`config.mk`:
```
export PLATFORM = sky130hd
export DESIGN_NAME = adc_config_and_serial_readout
export DESIGN_NICKNAME = d
export VERILOG_FILES = /design/src/adc_cfg_pkg.sv /design/src/adc_config_and_serial_readout.sv
export SDC_FILE = /design/constraint.sdc
export NUM_CORES = 1
export LEC_CHECK = 0
export ABC_AREA = 1
export BUFFER_PORTS_ARGS = -buffer_cell sky130_fd_sc_hd__buf_2
export CAP_MARGIN = 20
export CORE_MARGIN = 3
export CORE_UTILIZATION = 25
export DETAILED_ROUTE_END_ITERATION = 8
export GPL_TIMING_DRIVEN = 1
export PLACE_DENSITY = 0.47
export RECOVER_POWER = 100
export SLEW_MARGIN = 0
export SYNTH_ARGS = -nofsm -noshare
export SYNTH_HDL_FRONTEND = slang
export SYNTH_SLANG_ARGS = --single-unit
```
`constraint.sdc`:
```
create_clock -name clk -period 5.1 [get_ports clk]
set_input_delay 1.02 -clock clk [delete_from_list [all_inputs] [get_ports clk]]
set_output_delay 1.02 -clock clk [all_outputs]
set_load 0.05 [all_outputs]
```
`src/adc_cfg_pkg.sv`:
```
// constants shared by the converter configuration and serial readout block
package adc_cfg_pkg;
  // register port addresses
  localparam logic [3:0] CFG_ADDR = 4'h0;
  localparam logic [3:0] STAT_ADDR = 4'h4;
  // configuration word reset value and never-stored bits
  localparam logic [31:0] CFG_DEFAULT = 32'h000003ff;
  localparam logic [31:0] CFG_UNUSED_MASK = 32'h00031c00;
  // configuration field positions
  localparam int WEN_BIT = 31;
  localparam int CONVERSION_CLOCK_SOURCE_SELECT_BIT = 29;
  localparam int INT_MODE_BIT = 27;
  localparam int POL_BIT = 26;
  localparam int RANGE_A_BIT = 24;
  localparam int RANGE_B_BIT = 23;
  localparam int PD_B_BIT = 22;
  localparam int RANGE_C_BIT = 21;
  localparam int PD_C_BIT = 20;
  localparam int RANGE_D_BIT = 19;
  localparam int PD_D_BIT = 18;
  localparam int REF_EN_BIT = 15;
  localparam int REF_BUF_BIT = 14;
  localparam int VREF_BIT = 13;
  localparam int DAC_MSB = 9;
  // serial word sizes
  localparam int WORD_BITS = 16;
  localparam logic [4:0] CFG_LAST_BIT = 5'h1f;
  // synchronised pin vector layout and idle levels
  localparam int PIN_IFS = 0;
  localparam int PIN_HW = 1;
  localparam int PIN_FS = 2;
  localparam int PIN_SCLK = 3;
  localparam int PIN_SDI = 4;
  localparam int PIN_SELB = 5;
  localparam int PIN_SELCD = 6;
  localparam int PIN_HWRANGE = 7;
  localparam int PIN_HWREF = 8;
  localparam int PIN_COUNT = 9;
  localparam logic [8:0] PIN_RESET = 9'h004;
  // status register fields
  localparam int ST_FRAME = 0;
  localparam int ST_INT = 1;
  localparam int ST_SERIAL = 2;
  localparam int ST_HW = 3;
  localparam int ST_BUSY = 4;
endpackage

```
`src/adc_config_and_serial_readout.sv`:
```
// configuration word, status pin and serial readout of an 8-channel converter
`timescale 1ns/1ps
`default_nettype none
module adc_config_and_serial_readout
  import adc_cfg_pkg::*;
#(
  parameter int RESOLUTION = 16
) (
  // clock and reset
  input wire logic clk,
  input wire logic resetn,
  // register port
  input wire logic [3:0] regAddr,
  input wire logic [31:0] regWdata,
  input wire logic regWrite,
  input wire logic regRead,
  output logic [31:0] regRdata,
  // device pins, asynchronous to clk
  input wire logic interfaceTypeSelect,
  input wire logic hardwareModeSelect,
  input wire logic frameSyncInput,
  input wire logic sclk,
  input wire logic serialConfigInput,
  input wire logic outBSelect,
  input wire logic thirdFourthOutputSelect,
  input wire logic hwRangeSelect,
  input wire logic hwReferenceEnable,
  // conversion core, same clock
  input wire logic convBusy,
  input wire logic convDone,
  input wire logic [RESOLUTION-1:0] chA0,
  input wire logic [RESOLUTION-1:0] chA1,
  input wire logic [RESOLUTION-1:0] chB0,
  input wire logic [RESOLUTION-1:0] chB1,
  input wire logic [RESOLUTION-1:0] chC0,
  input wire logic [RESOLUTION-1:0] chC1,
  input wire logic [RESOLUTION-1:0] chD0,
  input wire logic [RESOLUTION-1:0] chD1,
  // serial data outputs
  output logic serialOutA,
  output logic serialOutB,
  output logic serialOutC,
  output logic serialOutD,
  // status pin and effective analog controls
  output logic statusOut,
  output logic conversionClockSourceSelect,
  output logic [3:0] rangeTwiceRef,
  output logic [2:0] pairPowerDown,
  output logic referenceEnable,
  output logic referenceBufferDisable,
  output logic referenceVoltage3v,
  output logic [9:0] referenceDacCode
);

  function automatic logic [WORD_BITS-1:0] sx(
    input logic [RESOLUTION-1:0] v
  );
    sx = WORD_BITS'($signed(v));
  endfunction

  // pin synchroniser: three stages, a change counts once stages 2 and 3 agree
  logic [PIN_COUNT-1:0] pinIn, s1, s2, s3, filt, next_filt;
  assign pinIn = {hwReferenceEnable, hwRangeSelect, thirdFourthOutputSelect,
                  outBSelect, serialConfigInput, sclk, frameSyncInput,
                  hardwareModeSelect, interfaceTypeSelect};

  always_comb begin
    next_filt = (~(s2 ^ s3) & s2) | ((s2 ^ s3) & filt);
  end

  always_ff @(posedge clk or negedge resetn) begin
    if (!resetn) begin
      s1 <= PIN_RESET;
      s2 <= PIN_RESET;
      s3 <= PIN_RESET;
      filt <= PIN_RESET;
    end else begin
      s1 <= pinIn;
      s2 <= s1;
      s3 <= s2;
      filt <= next_filt;
    end
  end

  // edge detection on the filtered levels
  logic fsPrev, sclkPrev;
  logic fsFall, fsRise, sclkFall, serialMode, hwMode, sdiBit;
  assign fsFall = fsPrev & ~filt[PIN_FS];
  assign fsRise = ~fsPrev & filt[PIN_FS];
  assign sclkFall = sclkPrev & ~filt[PIN_SCLK];
  assign serialMode = filt[PIN_IFS];
  assign hwMode = filt[PIN_HW];
  assign sdiBit = filt[PIN_SDI];

  // core state
  logic [31:0] cfgWord, next_cfgWord;
  logic frameActive, next_frameActive;
  logic intFlag, next_intFlag;
  logic [127:0] shA, next_shA;
  logic [63:0] shB, next_shB;
  logic [31:0] shC, next_shC;
  logic [31:0] shD, next_shD;
  logic [31:0] sdiShift, next_sdiShift;
  logic [4:0] sdiCount, next_sdiCount;
  logic [31:0] next_regRdata;
  logic next_serialOutA, next_serialOutB, next_serialOutC, next_serialOutD;
  logic next_statusOut, next_conversion_clock_source_select, next_refEn, next_refBufDis;
  logic [3:0] next_range;
  logic [31:0] sdiWord;
  logic frameStart;

  assign frameStart = fsFall & serialMode;
  assign sdiWord = {sdiShift[30:0], sdiBit};

  always_comb begin
    next_cfgWord = cfgWord;
    next_frameActive = frameActive;
    next_intFlag = intFlag;
    next_shA = shA;
    next_shB = shB;
    next_shC = shC;
    next_shD = shD;
    next_sdiShift = sdiShift;
    next_sdiCount = sdiCount;
    next_regRdata = 32'h00000000;
    // frame framing and shifting
    if (frameStart) begin
      next_frameActive = 1'b1;
      next_sdiCount = 5'h00;
      next_sdiShift = 32'h00000000;
      if (filt[PIN_SELCD]) begin
        next_shA = {sx(chA0), sx(chA1), 96'h0};
        next_shB = {sx(chB0), sx(chB1), 32'h0};
        next_shC = {sx(chC0), sx(chC1)};
        next_shD = {sx(chD0), sx(chD1)};
      end else if (filt[PIN_SELB]) begin
        next_shA = {sx(chA0), sx(chA1), sx(chC0), sx(chC1), 64'h0};
        next_shB = {sx(chB0), sx(chB1), sx(chD0), sx(chD1)};
        next_shC = 32'h00000000;
        next_shD = 32'h00000000;
      end else begin
        next_shA = {sx(chA0), sx(chA1), sx(chB0), sx(chB1),
                    sx(chC0), sx(chC1), sx(chD0), sx(chD1)};
        next_shB = 64'h0;
        next_shC = 32'h00000000;
        next_shD = 32'h00000000;
      end
    end else if (fsRise) begin
      next_frameActive = 1'b0;
    end else if (frameActive && sclkFall) begin
      next_shA = {shA[126:0], 1'b0};
      next_shB = {shB[62:0], 1'b0};
      next_shC = {shC[30:0], 1'b0};
      next_shD = {shD[30:0], 1'b0};
      next_sdiShift = sdiWord;
      next_sdiCount = sdiCount + 5'h01;
      // a 32-bit word with its write-enable bit set replaces the config
      if (sdiCount == CFG_LAST_BIT && sdiWord[WEN_BIT]) begin
        next_cfgWord = sdiWord & ~CFG_UNUSED_MASK;
      end
    end
    // the bus write wins over a serial write landing in the same cycle
    if (regWrite && regAddr == CFG_ADDR) begin
      next_cfgWord = regWdata & ~CFG_UNUSED_MASK;
    end
    if (regRead) begin
      if (regAddr == CFG_ADDR) begin
        next_regRdata = cfgWord;
      end else if (regAddr == STAT_ADDR) begin
        next_regRdata[ST_FRAME] = frameActive;
        next_regRdata[ST_INT] = intFlag;
        next_regRdata[ST_SERIAL] = serialMode;
        next_regRdata[ST_HW] = hwMode;
        next_regRdata[ST_BUSY] = convBusy;
      end
    end
    // interrupt: end of conversion sets, next frame sync fall clears in either interface mode, set wins
    if (convDone) begin
      next_intFlag = 1'b1;
    end else if (fsFall) begin
      next_intFlag = 1'b0;
    end
    // outputs stay low outside a frame and when their port is off
    next_serialOutA = next_frameActive & next_shA[127];
    next_serialOutB = next_frameActive & filt[PIN_SELB] & next_shB[63];
    next_serialOutC = next_frameActive & filt[PIN_SELCD] & next_shC[31];
    next_serialOutD = next_frameActive & filt[PIN_SELCD] & next_shD[31];
    // status pin keeps its mode and polarity in hardware mode too
    next_statusOut = (cfgWord[INT_MODE_BIT] ? intFlag : convBusy)
                     ^ cfgWord[POL_BIT];
    next_conversion_clock_source_select = ~hwMode & cfgWord[CONVERSION_CLOCK_SOURCE_SELECT_BIT];
    if (hwMode) begin
      next_range = {4{filt[PIN_HWRANGE]}};
      next_refEn = filt[PIN_HWREF];
      next_refBufDis = ~serialMode & cfgWord[REF_BUF_BIT];
    end else begin
      next_range = {cfgWord[RANGE_A_BIT], cfgWord[RANGE_B_BIT],
                    cfgWord[RANGE_C_BIT], cfgWord[RANGE_D_BIT]};
      next_refEn = cfgWord[REF_EN_BIT];
      next_refBufDis = cfgWord[REF_BUF_BIT];
    end
  end

  always_ff @(posedge clk or negedge resetn) begin
    if (!resetn) begin
      fsPrev <= 1'b1;
      sclkPrev <= 1'b0;
      cfgWord <= CFG_DEFAULT;
      frameActive <= 1'b0;
      intFlag <= 1'b0;
      shA <= 128'h0;
      shB <= 64'h0;
      shC <= 32'h00000000;
      shD <= 32'h00000000;
      sdiShift <= 32'h00000000;
      sdiCount <= 5'h00;
      regRdata <= 32'h00000000;
      serialOutA <= 1'b0;
      serialOutB <= 1'b0;
      serialOutC <= 1'b0;
      serialOutD <= 1'b0;
      statusOut <= 1'b0;
      conversionClockSourceSelect <= 1'b0;
      rangeTwiceRef <= 4'h0;
      pairPowerDown <= 3'h0;
      referenceEnable <= 1'b0;
      referenceBufferDisable <= 1'b0;
      referenceVoltage3v <= 1'b0;
      referenceDacCode <= CFG_DEFAULT[DAC_MSB:0];
    end else begin
      fsPrev <= filt[PIN_FS];
      sclkPrev <= filt[PIN_SCLK];
      cfgWord <= next_cfgWord;
      frameActive <= next_frameActive;
      intFlag <= next_intFlag;
      shA <= next_shA;
      shB <= next_shB;
      shC <= next_shC;
      shD <= next_shD;
      sdiShift <= next_sdiShift;
      sdiCount <= next_sdiCount;
      regRdata <= next_regRdata;
      serialOutA <= next_serialOutA;
      serialOutB <= next_serialOutB;
      serialOutC <= next_serialOutC;
      serialOutD <= next_serialOutD;
      statusOut <= next_statusOut;
      conversionClockSourceSelect <= next_conversion_clock_source_select;
      rangeTwiceRef <= next_range;
      pairPowerDown <= {cfgWord[PD_B_BIT], cfgWord[PD_C_BIT],
                        cfgWord[PD_D_BIT]};
      referenceEnable <= next_refEn;
      referenceBufferDisable <= next_refBufDis;
      referenceVoltage3v <= cfgWord[VREF_BIT];
      referenceDacCode <= cfgWord[DAC_MSB:0];
    end
  end

  // checks
  property p_cfgReset;
    @(posedge clk) !resetn |-> cfgWord == CFG_DEFAULT;
  endproperty
  a_cfgReset: assert property (p_cfgReset)
    else $error("config not at default under reset");

  property p_unused;
    @(posedge clk) disable iff (!resetn)
      (cfgWord & CFG_UNUSED_MASK) == 32'h00000000;
  endproperty
  a_unused: assert property (p_unused)
    else $error("unused config bits not zero");

  property p_conversion_clock_source_select;
    @(posedge clk) disable iff (!resetn)
      hwMode |=> !conversionClockSourceSelect;
  endproperty
  a_conversion_clock_source_select: assert property (p_conversion_clock_source_select)
    else $error("external clock selected in hardware mode");

  property p_status;
    @(posedge clk) disable iff (!resetn)
      !cfgWord[INT_MODE_BIT] && cfgWord[POL_BIT] && convBusy |=> !statusOut;
  endproperty
  a_status: assert property (p_status)
    else $error("low-active busy not driven low");

  property p_hwRange;
    @(posedge clk) disable iff (!resetn)
      hwMode |=> rangeTwiceRef == {4{$past(filt[PIN_HWRANGE])}};
  endproperty
  a_hwRange: assert property (p_hwRange)
    else $error("range not pin-selected in hardware mode");

  property p_bufSerialHw;
    @(posedge clk) disable iff (!resetn)
      hwMode && serialMode |=> !referenceBufferDisable;
  endproperty
  a_bufSerialHw: assert property (p_bufSerialHw)
    else $error("buffer disable acted in hardware serial mode");

  property p_dac;
    @(posedge clk) disable iff (!resetn)
      1'b1 |=> referenceDacCode == $past(cfgWord[DAC_MSB:0]);
  endproperty
  a_dac: assert property (p_dac)
    else $error("dac code does not follow config");

  property p_frameStart;
    @(posedge clk) disable iff (!resetn)
      frameStart |=> frameActive && sdiCount == 5'h00;
  endproperty
  a_frameStart: assert property (p_frameStart)
    else $error("frame did not start on frame sync fall");

  property p_shift;
    @(posedge clk) disable iff (!resetn)
      frameActive && sclkFall && !frameStart && !fsRise
      |=> shA == {$past(shA[126:0]), 1'b0} && serialOutA == shA[127];
  endproperty
  a_shift: assert property (p_shift)
    else $error("serial output not advanced on sclk fall");

  property p_oneOrder;
    @(posedge clk) disable iff (!resetn)
      frameStart && !filt[PIN_SELB] && !filt[PIN_SELCD]
      |=> shA[111:96] == $past(sx(chA1)) && shA[95:80] == $past(sx(chB0));
  endproperty
  a_oneOrder: assert property (p_oneOrder)
    else $error("single-output word order wrong");

  property p_twoOrder;
    @(posedge clk) disable iff (!resetn)
      frameStart && filt[PIN_SELB] && !filt[PIN_SELCD]
      |=> shA[95:80] == $past(sx(chC0)) && shB[31:16] == $past(sx(chD0));
  endproperty
  a_twoOrder: assert property (p_twoOrder)
    else $error("two-output word order wrong");

  property p_outB;
    @(posedge clk) disable iff (!resetn)
      !filt[PIN_SELB] |=> !serialOutB;
  endproperty
  a_outB: assert property (p_outB)
    else $error("output B active while deselected");

  property p_sdiWrite;
    @(posedge clk) disable iff (!resetn)
      frameActive && sclkFall && !frameStart && !fsRise && !regWrite
      && sdiCount == CFG_LAST_BIT && sdiShift[30]
      |=> cfgWord == ($past(sdiWord) & ~CFG_UNUSED_MASK);
  endproperty
  a_sdiWrite: assert property (p_sdiWrite)
    else $error("serial config word not taken");

endmodule
`default_nettype wire

```
# Word-level counts from Yosys, hierarchy flattened
# Index checks and enable logic that the tools add are counted.
# totals
ff_bits	422
input_bits	179
output_inout_bits	58
wordCells	112
# op_classes
addsub	1
eq_ne	5
muxes	41
bitwise	23
n_reduce_logical	10
# op_table
op	count
32-bit two-way mux	14
128-bit two-way mux	3
64-bit two-way mux	5
96-bit two-way mux	2
31-bit two-way mux	3
27-bit two-way mux	1
5-bit two-way mux	5
9-bit bitwise AND	2
1-bit bitwise AND	12
9-bit NOT	1
9-bit OR	1
9-bit XOR	1
2-bit nonzero test	4
1-bit two-way mux	7
2-bit by 1-bit inequality test with 1-bit output, second input constant	3
5-bit by 1-bit adder with 5-bit output, second input constant	1
5-bit equality test, second input constant	1
1-bit NOT	5
4-bit by 3-bit equality test with 1-bit output, second input constant	1
4-bit logical NOT	1
4-bit two-way mux	1
4-bit AND reduction	1
1-bit logical AND	3
2-bit AND reduction	1
1-bit XOR	1

# Longest topological paths before layout
# Gate-level depths: netlist (run 1).
# depth
ltp_word	7
ltp_mapped	10
ltp_nobuf	9

# Worst setup path after synthesis (run 1)
# No wires, ideal clock.
# synth_timing
kind	input-to-reg
start	in regAddr[1]
end	reg cfgWord[13]
setup_ns	0.117
arrival_ns	1.970
required_time_ns	4.983
slack_ns	3.013
path_stages	7
path_buffers	1
cell_sequence	nor2_1 nand3_2 o21ai_2 nand2_4 buf_2 nand2_1 nand2_1
# synth_between
elab_chain_len	4
word_cells_on_any_way	8
cone_classes	eq/ne (2); mux (1); reduce/logical (5)
# synth_rtl
item	line_no	source
start: declaration	adc_config_and_serial_readout.sv:13	input wire logic [3:0] regAddr,
4-bit logical NOT *	adc_config_and_serial_readout.sv:163	if (regWrite && regAddr == CFG_ADDR) begin
1-bit logical AND *	adc_config_and_serial_readout.sv:163	
2-bit by 1-bit inequality test with 1-bit output (no source line) / 2-bit nonzero test (equally long branches)	--	
4-bit AND reduction (no source line)	--	
end signal: assignment	adc_config_and_serial_readout.sv:233	cfgWord <= next_cfgWord;
end: declaration	adc_config_and_serial_readout.sv:96	logic [31:0] cfgWord, next_cfgWord;
# Mark *: on every way between the ends. The rest lies on a longest branch, timed or not.
# A chain may end at the register's enable or synchronous reset.

==> results.rst, run 1 <==
.. list-table::
   :header-rows: 1

   * - Metric
     - Value
   * - Outcome
     - finished with violations
   * - Violated checks
     - capacitance limit, slew limit
   * - Layout cells sized above 1
     - between 10% and 20%
   * - Power density normalized to cell area
     - around 460 nW/µm²
   * - Synth Warn #
     - 0
   * - Worst Hold Margin
     - ~0.35 ns
   * - Arrival time at the worst endpoint
     - around 4.2 ns
   * - Area of the multi-input gates
     - 5960 µm²
   * - Placed cell area
     - between 15,000 and 20,000 µm²
   * - Layout net count
     - ~2,400
   * - Core box area
     - ~68,000 µm²
   * - DRC violations left
     - 0
   * - Clock-pin slew on the worst setup and hold paths
     - about 0.060 ns
   * - CP required
     - between 5 and 6 ns
   * - Number of instances in the synthesized netlist
     - ~2,000
   * - Worst setup slack after placement
     - between 2 and 2.5 ns
   * - Final-report hold violation count
     - 0
   * - Post-cts hold buffer count
     - 0
   * - Post-detail-place hpwl
     - slightly above 30,000 µm
   * - Final Core Density
     - between 30% and 40%
   * - Root Buffer Master
     - sky130_fd_sc_hd__clkbuf_16
   * - Period utilization
     - between 70% and 80%
   * - Unique cell type count in the Yosys netlist
     - 32
   * - Final setup fails
     - 0
   * - Vias in the first global route
     - around 14,000
   * - Kind of end point of the critical path
     - flop
   * - Die Footprint
     - slightly above 70,000 µm²
   * - Total power
     - approximately 9.5 mW
   * - Starting utilization of the core area
     - between 20% and 30%
   * - Flops & latches, synth
     - just over 400
   * - Max frequency
     - ~270 MHz
   * - Type of the worst setup path
     - reg2reg
   * - Latest clock arrival within the worst-skew pair
     - ~0.59 ns
   * - Total via count in the routed design
     - ~14,000
   * - Antenna viol nets, final
     - 0
   * - Max-Slew Margin vs Limit
     - -97.2%
   * - Final cell count without fillers
     - around 3,100
   * - First-pass iteration count of the detailed router
     - 4
   * - First-pass GRT wire length
     - 77,400 µm
   * - Number of H-tree branching levels
     - 2
   * - Pin count of the biggest net entering global routing
     - 235
   * - Number of placed instances, taps included
     - 2,988
   * - Initial antenna violation count
     - 13
   * - Area of the mapped netlist
     - between 15,000 and 20,000 µm²
   * - Clock tree from TritonCTS
     - yes
   * - Class of the worst hold path
     - reg2reg
   * - Worst-case clock buffer depth
     - 3
   * - Total count of max-transition violations in the final report
     - approximately 210
   * - Average cell area after synthesis
     - 8.70 µm²
   * - Total negative slack
     - 0 ns
   * - Kind of start point of the critical path
     - flop
   * - Sequential element share of the synthesized area
     - between 60 and 70%
   * - Total detailed-routing wirelength
     - about 49,000 µm
   * - Overflow left after global routing
     - 0
   * - Detailed Route Iter0 Violations
     - between 700 and 800
   * - Slew of the pin with the lowest slew margin
     - around 3.0 ns
   * - Area grow syn2layout
     - 20.4%
   * - Die Height
     - about 270 µm
   * - Area of all sequential standard cells
     - 10,300 µm²
   * - Max IR drop VDD
     - about 200 µV
   * - IO Count
     - 237
   * - Total routing usage reported by global routing
     - 13.3%
   * - Leakage Power
     - 9.97 nW
   * - Post-route cell area
     - just over 20,000 µm²
   * - Largest fanout of any net on the critical path
     - 48
   * - Buffers added on ports
     - around 230
   * - Time the worst path needs with I/O delays and setup
     - about 3.8 ns
   * - Layout Skew
     - 0.0259 ns
   * - Post-detailed-route via-to-cell ratio
     - between 4 and 5
   * - Routability congestion estimate
     - between 0.7 and 0.8
   * - Buffers inserted during post-CTS setup optimization
     - 0
   * - Number of buffers created by CTS
     - 50
   * - Cell row count
     - 95
   * - Number of sinks handled by clock tree synthesis
     - approximately 400
   * - Cts repair resizes
     - 0
   * - Die span in x
     - 269 µm
   * - Layout filler cell count
     - 7,223
   * - Total of max-cap violations
     - 3
   * - Worst-case setup margin in the final layout
     - roughly 1.3 ns
   * - Average wire per cell in the routed design
     - 15.7 µm
   * - Setup repair after global routing missed its margin
     - false
## synthesized netlist by cell type (all sizes together)
master	number	area (µm²)
buf	95	498
o211ai	34	255
dfrtp	387	9680
clkbuf	23	86.3
dfstp	25	657
nand3	305	1530
maj3	9	90.1
o22ai	3	18.8
nor2	47	196
xor2	1	8.76
nand2	846	3190
inv	93	349
o31ai	18	135
or2	26	163
conb	1	3.75
o21ai	55	283
nand3b	3	22.5
o21bai	1	7.51
ha	2	25.0
a21oi	6	30.0
## final cells by class
class                   count  area share, %
inverters                  93           1.68
diodes                      5         0.0603
clock buffers              75           6.82
flip-flops and latches    412           49.8
well taps                 873           5.26
multi-input cells        1361           28.7
clock inverters            17           1.16
repair buffers            251           6.44
## metal layers
layer / share of wire, % / track usage [%]
met5: 0.23 / 0
met4: 2.2 / 3.65
met3: 5.8 / 3.28
met2: 47 / 22.1
met1: 45 / 17.4
## path summary, 6_finish.rpt
kind / cells past startpoint / slack [ns] / to / startpoint
min in group asynchronous: 1 / 1.27 / regRdata[5] / resetn
max: 9 / 1.34 / cfgWord[13] / flop
min reg2reg: 0 / 0.35 / s2[0] / s1[0]
max in group asynchronous: 2 / 1.82 / regRdata[2] / resetn
min: 0 / 0.35 / s2[0] / s1[0]
max reg2reg: 9 / 1.34 / cfgWord[13] / flop
## kinds of logic (layout without fill, tap and decap cells)
| family | Yosys count | in the layout | share of synthesized area, % |
|---|---|---|---|
| AOI/OAI and AO/OA | 117 | 117 | 4.23 |
| xor gates and xnor gates | 1 | 1 | 0.0508 |
| adders and majority gates | 11 | 11 | 0.668 |
| buffers and inverters | 211 | 436 | 5.42 |
| DFF | 412 | 412 | 60.0 |
| other | 1 | 10 | 0.0218 |
| and+or+nand+nor | 1227 | 1227 | 29.6 |
## critical path, stage by stage (launching register included)
cell                       delay [ns]
sky130_fd_sc_hd__dfstp_1         0.62
sky130_fd_sc_hd__inv_2           0.04
sky130_fd_sc_hd__nand2_1         0.05
sky130_fd_sc_hd__nor2_1          0.10
sky130_fd_sc_hd__buf_4           0.35
sky130_fd_sc_hd__o21ai_0         0.24
sky130_fd_sc_hd__clkbuf_1        0.92
sky130_fd_sc_hd__nand2_1         0.93
sky130_fd_sc_hd__nand2_1         0.26
sky130_fd_sc_hd__nand2_1         0.07
## cells in the final DEF, fill, tap and decap left out, drive strengths merged
| master | n |
|---|---|
| nand2 | 846 |
| dfrtp | 387 |
| nand3 | 305 |
| buf | 190 |
| clkbuf | 136 |
| inv | 94 |
| o21ai | 55 |
| nor2 | 47 |
| o211ai | 34 |
| or2 | 26 |
| dfstp | 25 |
| o31ai | 18 |
| clkinv | 10 |
| maj3 | 9 |
| a21oi | 6 |
| diode | 5 |
| conb | 5 |
| bufinv | 5 |
| nand3b | 3 |
| o22ai | 3 |
| ha | 2 |
| xor2 | 1 |
| o21bai | 1 |
| clkinvlp | 1 |
## state kept, by name, indices dropped and copies added, names as in the netlist, 3 cells and up, named ones only
name              flops
shA                 128
shB                  64
shC                  32
shD                  32
sdiShift             31
cfgWord              27
regRdata             27
referenceDacCode     10
s1                    9
s2                    9
s3                    9
sdiCount              5
rangeTwiceRef         4
pairPowerDown         3
## power by group
group	internal (mW)	total (mW)	switching (mW)
combinational	0.500	1.38	0.878
sequential	4.09	4.53	0.436
clock	2.17	3.61	1.44
(Power assumes the default switching activity.)
==> run 2: changes to the inputs <==
--- a/config.mk
+++ b/config.mk
@@ -12,7 +12,7 @@
 export CORE_UTILIZATION = 25
 export DETAILED_ROUTE_END_ITERATION = 8
 export GPL_TIMING_DRIVEN = 1
-export PLACE_DENSITY = 0.47
+export PLACE_DENSITY = 0.49
 export RECOVER_POWER = 100
 export SLEW_MARGIN = 0
 export SYNTH_ARGS = -nofsm -noshare
==> constraint.sdc (replaced) <==
create_clock -name clk -period 3.4 [get_ports clk]
set_input_delay 0.68 -clock clk [delete_from_list [all_inputs] [get_ports clk]]
set_output_delay 0.68 -clock clk [all_outputs]
set_load 0.05 [all_outputs]
==> run 2 against run 1 <==
Effect of this change: the flow still finishes with violations (capacitance limit, slew limit); clock power rose by 52%; core utilization rose by 0.27 points; via count barely moved; clock-buffer cell count did not move; worst setup slack got worse by 0.63 ns; die area did not move; final area rose by 0.87%; sequential cell count did not move; critical endpoint is now shD[2]; largest power group unchanged.
==> results.rst, run 2 (synthesis results as in run 1) <==
.. list-table::
   :header-rows: 1

   * - Metric
     - Value
   * - Kind of start point of the critical path
     - flop
   * - Latest clock arrival within the worst-skew pair
     - 0.58 ns (about the same)
   * - IO Count
     - 237 (unchanged)
   * - Number of placed instances, taps included
     - 2,994 (+0.20%)
   * - Number of H-tree branching levels
     - 2 (unchanged)
   * - Buffers added on ports
     - 226 (unchanged)
   * - Critical path depth
     - 8 (-1)
   * - Period utilization
     - 79.2% (+5.4 points)
   * - Initial antenna violation count
     - 11 (-2)
   * - Worst-case clock buffer depth
     - 3 (unchanged)
   * - Register with the most flip-flops
     - shA
   * - CP required
     - 3.90 ns (-1.65 ns)
   * - Area grow syn2layout
     - 21.5%
   * - Total via count in the routed design
     - 13,700 (+0.044%)
   * - Core box area
     - 67,800 µm² (unchanged)
   * - Average wire per cell in the routed design
     - 15.5 µm (-1.7%)
   * - Register-to-register setup slack
     - 0.71 ns (-0.63 ns)
   * - Die span in x
     - 269 µm (unchanged)
   * - Leading cell type in the layout, fill and taps excluded
     - sky130_fd_sc_hd__nand2_1
   * - Worst path slowest cell
     - sky130_fd_sc_hd__dfstp_1
   * - Worst Hold Depth
     - 1 (+1)
   * - Pin count of the biggest net entering global routing
     - 178 (-24%)
   * - Worst Hold Margin
     - 0.212 ns (-0.137 ns)
   * - Antenna viol nets, final
     - 0 (unchanged)
   * - Starting utilization of the core area
     - 25.4% (unchanged)
   * - Clock tree from TritonCTS
     - yes
   * - Number of cells on the worst reg-to-reg path
     - 8 (-1)
   * - DRC violations left
     - 0 (unchanged)
   * - Max-Slew Margin vs Limit
     - -42.1% (+55 points)
   * - Registers with the most flip-flops
     - shA (128), shB (64)
   * - Final cell count without fillers
     - 3,094 (+0.23%)
   * - Number of sinks handled by clock tree synthesis
     - 412 (unchanged)
   * - Detailed Route Iter0 Violations
     - 847 (+15%)
   * - Category of cells accounting for the largest share of critical-path delay
     - buffers and inverters
   * - Layout net count
     - 2,357 (+0.30%)
   * - Cts repair resizes
     - 0 (unchanged)
   * - Vias in the first global route
     - 14,000 (+0.75%)
   * - Time the worst path needs with I/O delays and setup
     - 2.69 ns (-1.07 ns)
   * - Type of the worst setup path
     - reg2reg
   * - Area of the multi-input gates
     - 5990 µm² (+0.42%)
   * - Cell chain of the critical path
     - clkinv_1 -> nand2_1 -> nor2_4 -> clkbuf_2 -> nor2_4 -> buf_12 -> nand2_1 -> nand3_1
   * - End point of the critical path
     - shD[2]
   * - Post-cts hold buffer count
     - 0 (unchanged)
   * - Total detailed-routing wirelength
     - 47,800 µm (-1.5%)
   * - First-pass iteration count of the detailed router
     - 6 (+2)
   * - Outcome
     - finished with violations
   * - Buffers inserted during post-CTS setup optimization
     - 0 (unchanged)
   * - Power density normalized to cell area
     - 687 nW/µm² (+50%)
   * - Critical R2R Capture
     - shD[2]
   * - Class of the worst hold path
     - in2reg
   * - Total count of max-transition violations in the final report
     - 98 (-54%)
   * - Die Footprint
     - 72,100 µm² (unchanged)
   * - Leakage Power
     - 10.1 nW (+0.86%)
   * - Die Height
     - 269 µm (unchanged)
   * - Layout filler cell count
     - 7,216 (-0.097%)
   * - Largest fanout of any net on the critical path
     - 177 (+270%)
   * - Final-report hold violation count
     - 0 (unchanged)
   * - Layout Skew
     - 0.0166 ns (-0.00920 ns)
   * - Violated checks
     - capacitance limit, slew limit
   * - Final setup fails
     - 0 (unchanged)
   * - Total routing usage reported by global routing
     - 13.2% (-0.15 points)
   * - Post-detailed-route via-to-cell ratio
     - 4.44 (-0.18%)
   * - Post-detail-place hpwl
     - 31,000 µm (+1.9%)
   * - First-pass GRT wire length
     - 76,700 µm (-0.92%)
   * - Total negative slack
     - 0 ns (unchanged)
   * - Largest stage delay, worst path
     - 0.59 ns (-0.34 ns)
   * - Overflow left after global routing
     - 0 (unchanged)
   * - Area of all sequential standard cells
     - 10,300 µm² (unchanged)
   * - Max frequency
     - 371 MHz (+40%)
   * - Arrival time at the worst endpoint
     - 3.19 ns (-1.02 ns)
   * - Routability congestion estimate
     - 0.759 (-0.35%)
   * - Total of max-cap violations
     - 2 (-1)
   * - Commonest cells after routing, fill and taps aside
     - sky130_fd_sc_hd__nand2_1, sky130_fd_sc_hd__dfrtp_1, sky130_fd_sc_hd__nand3_1, sky130_fd_sc_hd__buf_2, sky130_fd_sc_hd__inv_1
   * - Max IR drop VDD
     - 305 µV (+50%)
   * - Setup repair after global routing missed its margin
     - false
   * - Final Core Density
     - 30.9% (+0.27 points)
   * - Layout cells sized above 1
     - 15.3% (+0.95 points)
   * - Max reg flops
     - 128 (unchanged)
   * - Root Buffer Master
     - sky130_fd_sc_hd__clkbuf_16
   * - Number of buffer and inverter instances along the worst setup path
     - 3 (unchanged)
   * - Critical hold path startpoint
     - frameSyncInput
   * - Clock-pin slew on the worst setup and hold paths
     - 0.06 ns (about the same)
   * - Cell row count
     - 95 (unchanged)
   * - Kind of end point of the critical path
     - flop
   * - Slew of the pin with the lowest slew margin
     - 2.13 ns (-0.826 ns)
   * - Number of buffers created by CTS
     - 50 (unchanged)
==> run 2: cell type report <==
type | count | share of cell area (%)
flip-flops and latches | 412 | 49.4
multi-input cells | 1361 | 28.6
clock buffers | 75 | 7.40
repair buffers | 258 | 6.79
well taps | 873 | 5.22
inverters | 93 | 1.67
clock inverters | 17 | 0.855
diodes | 5 | 0.0598
==> run 2: routing by layer <==
layer  part of all wire, %  global-route usage (%)  vias to the layer above
met2                    47                    21.8                      308
met4                   2.2                    3.77                       10
li1                      -                       -                     6703
met3                   5.5                    2.89                       82
met5                  0.17                       0                        -
met1                    45                    17.4                     6630
==> run 2: worst min-delay path by stage <==
stage	to	slack, ns
global placement	s2[1]	0.34
finish	s1[2]	0.21
global route	s1[6]	0.18
CTS	asynchronous set/reset pin	0.1
floorplan	s2[0]	0.33
detailed placement	s2[0]	0.33
==> run 2: worst reg2reg max path: stages, from the launching register on <==
cell                       delay (ns)
sky130_fd_sc_hd__dfstp_1         0.59
sky130_fd_sc_hd__clkinv_1        0.08
sky130_fd_sc_hd__nand2_1         0.10
sky130_fd_sc_hd__nor2_4          0.07
sky130_fd_sc_hd__clkbuf_2        0.50
sky130_fd_sc_hd__nor2_4          0.31
sky130_fd_sc_hd__buf_12          0.56
sky130_fd_sc_hd__nand2_1         0.29
sky130_fd_sc_hd__nand3_1         0.13
==> run 2: stage by stage <==
stage / area [µm²] / setup slack [ns] / power (mW)
final: 20900 / 0.708 / 14.4
after global routing: 20900 / 0.467 / 15.3
after CTS: 21000 / 0.885 / 14.6
after detailed placement: 19200 / 0.755 / 9.00
after global placement: 19200 / 0.778 / 8.91
after floorplan: 17200 / 1.65 / 8.18
==> run 2: where the power goes <==
group	switching, mW	total, mW	internal [mW]
Sequential	0.671	6.81	6.14
Clock	2.13	5.50	3.37
Combinational	1.31	2.07	0.755
Total	4.11	14.4	10.3
==> run 3: changes to the inputs <==
==> constraint.sdc (replaced) <==
create_clock -name clk -period 2.2 [get_ports clk]
set_input_delay 0.44 -clock clk [delete_from_list [all_inputs] [get_ports clk]]
set_output_delay 0.44 -clock clk [all_outputs]
set_load 0.05 [all_outputs]
==> run 3 against run 2 <==
Effect of this change: the run now ends clean; via count increased by 0.53%; clock skew increased by 0.0024 ns; critical path depth decreased by 7; sequential cell count unchanged; cell count increased by 1.1%; worst setup slack got worse by 0.52 ns; wire length increased by 0.34%; register-to-register slack got worse by 0.47 ns; largest power group unchanged.
==> results.rst, run 3 (synthesis results as in run 1) <==
.. list-table::
   :header-rows: 1

   * - Metric
     - Value
   * - First-pass GRT wire length
     - 77,500 µm (+1.0%)
   * - Die Height
     - 269 µm (unchanged)
   * - Average wire per cell in the routed design
     - 15.3 µm (-0.72%)
   * - Number of buffers created by CTS
     - 50 (unchanged)
   * - Max frequency
     - 496 MHz
   * - Die span in x
     - 269 µm (unchanged)
   * - Worst path slowest cell
     - sky130_fd_sc_hd__clkbuf_1
   * - Final setup fails
     - 0 (unchanged)
   * - Leakage Power
     - 10.2 nW (+1.4%)
   * - Total power
     - 22.0 mW (+53%)
   * - Total detailed-routing wirelength
     - 48,000 µm (+0.34%)
   * - Type of the worst setup path
     - reg2out
   * - Max reg flops
     - 128 (unchanged)
   * - Layout Skew
     - 0.0191 ns (+0.00243 ns)
   * - Vias in the first global route
     - 14,200 (+0.92%)
   * - Starting utilization of the core area
     - 25.4% (unchanged)
   * - Area of all sequential standard cells
     - 10,300 µm² (unchanged)
   * - Buffers inserted during post-CTS setup optimization
     - 0 (unchanged)
   * - Power density normalized to cell area
     - 1040 nW/µm² (+51%)
   * - Area of the multi-input gates
     - 5990 µm² (about the same)
   * - Routability congestion estimate
     - 0.778 (+2.5%)
   * - Register with the most flip-flops
     - shA
   * - Total of max-cap violations
     - 0 (-2)
   * - Die Footprint
     - 72,100 µm² (unchanged)
   * - Max-Slew Margin vs Limit
     - 26.6% (+69 points)
   * - Arrival time at the worst endpoint
     - 1.58 ns (-1.61 ns)
   * - CP required
     - 1.76 ns (-2.14 ns)
   * - Total count of max-transition violations in the final report
     - 0 (-100%)
   * - Layout cells sized above 1
     - 15.5% (+0.27 points)
   * - Area grow syn2layout
     - 23.1%
   * - Leading cell type in the layout, fill and taps excluded
     - sky130_fd_sc_hd__nand2_1
   * - Post-detailed-route via-to-cell ratio
     - 4.42 (-0.53%)
   * - Registers with the most flip-flops
     - shA (128), shB (64)
   * - Class of the worst hold path
     - in2reg
   * - Max IR drop VDD
     - 460 µV (+51%)
   * - Layout net count
     - 2,393 (+1.5%)
   * - Slew of the pin with the lowest slew margin
     - 1.10 ns (-1.03 ns)
   * - Outcome
     - finished, final reports clean
   * - Commonest cells after routing, fill and taps aside
     - sky130_fd_sc_hd__nand2_1, sky130_fd_sc_hd__dfrtp_1, sky130_fd_sc_hd__nand3_1, sky130_fd_sc_hd__buf_2, sky130_fd_sc_hd__inv_1
   * - Category of cells accounting for the largest share of critical-path delay
     - buffers and inverters
   * - IO Count
     - 237 (unchanged)
   * - Number of H-tree branching levels
     - 2 (unchanged)
   * - Initial antenna violation count
     - 12 (+1)
   * - Detailed Route Iter0 Violations
     - 963 (+14%)
   * - Cell chain of the critical path
     - clkbuf_1
   * - Largest stage delay, worst path
     - 0.65 ns (+0.06 ns)
   * - Worst-case setup margin in the final layout
     - 0.183 ns (-0.525 ns)
   * - Setup repair after global routing missed its margin
     - false
   * - Root Buffer Master
     - sky130_fd_sc_hd__clkbuf_16
   * - DRC violations left
     - 0 (unchanged)
   * - Clock tree from TritonCTS
     - yes
   * - Antenna viol nets, final
     - 0 (unchanged)
   * - Latest clock arrival within the worst-skew pair
     - 0.58 ns (about the same)
   * - Overflow left after global routing
     - 0 (unchanged)
   * - Worst-case clock buffer depth
     - 3 (unchanged)
   * - Time the worst path needs with I/O delays and setup
     - 2.02 ns
   * - Cell row count
     - 95 (unchanged)
   * - Layout filler cell count
     - 7,174 (-0.58%)
   * - Buffers added on ports
     - 226 (unchanged)
   * - Post-detail-place hpwl
     - 32,400 µm (+4.4%)
   * - Period utilization
     - 91.7%
   * - Kind of start point of the critical path
     - flop
   * - Number of buffer and inverter instances along the worst setup path
     - 1 (-2)
   * - First-pass iteration count of the detailed router
     - 5 (-1)
   * - Clock-pin slew on the worst setup and hold paths
     - 0.06 ns (about the same)
   * - Kind of end point of the critical path
     - output port
   * - Total negative slack
     - 0 ns (unchanged)
   * - Largest fanout of any net on the critical path
     - 1 (-99%)
   * - Core box area
     - 67,800 µm² (unchanged)
   * - Total routing usage reported by global routing
     - 13.3% (+0.15 points)
   * - Pin count of the biggest net entering global routing
     - 64 (-64%)
   * - Worst setup slack after placement
     - 0.279 ns (-0.476 ns)
   * - Number of sinks handled by clock tree synthesis
     - 412 (unchanged)
   * - Total via count in the routed design
     - 13,800 (+0.53%)
   * - Final-report hold violation count
     - 0 (unchanged)
==> run 3: final cells by class <==
class / instances / share of cell area (%)
Timing Repair Buffer: 294 / 8.52
Antenna cell: 6 / 0.0708
Tap cell: 873 / 5.15
Clock inverter: 17 / 0.897
Sequential cell: 412 / 48.8
Multi-Input combinational cell: 1361 / 28.2
Inverter: 93 / 1.65
Clock buffer: 71 / 6.74
==> run 3: what timing repair did <==
item	4_1_cts	5_1_grt
endpoints found under the setup margin	0	0
resized for setup	0	0
hold buffers	10	0
endpoints found under the hold margin	47	0
==> run 3: per-layer routing <==
metal / GRT usage, % / vias to the layer above / wire (µm)
met5: 0 / - / 87
met4: 3.91 / 12 / 994
met3: 3.31 / 73 / 2970
met2: 21.9 / 289 / 22300
met1: 17.5 / 6656 / 21700
li1: - / 6776 / -
==> run 3: final timing paths <==
path / startpoint / endpoint / slack, ns / depth (start not counted)
max in group asynchronous: resetn / shB[38] / 0.42 / 3
setup reg to reg: fsPrev / shC[28] / 0.24 / 8
setup / recovery: serialOutC / serialOutC / 0.18 / 1
min in group asynchronous: resetn / s3[7] / 0.39 / 2
hold reg to reg: s1[4] / s2[4] / 0.35 / 0
hold / removal: chA0[9] / shA[121] / 0.07 / 3
==> run 3: where the power goes <==
group / total (mW) / internal, mW / switching, mW
registers: 10.5 / 9.48 / 1.03
clock network: 8.12 / 4.87 / 3.25
logic: 3.33 / 1.28 / 2.05
total: 22.0 / 15.6 / 6.33
==> run 3: metrics by stage <==
| stage | instances | hold slack (ns) | instance area (µm²) | util, % |
|---|---|---|---|---|
| floorplan | 1984 | 0.144 | 17200 | - |
| global placement | 3023 | 0.338 | 19700 | 29.1 |
| detailed placement | 3023 | 0.339 | 19700 | 29.1 |
| CTS | 3121 | 0.0238 | 21400 | 31.6 |
| global route | 3124 | 0.0462 | 21200 | 31.3 |
| finish | 3127 | 0.0711 | 21200 | 31.3 |
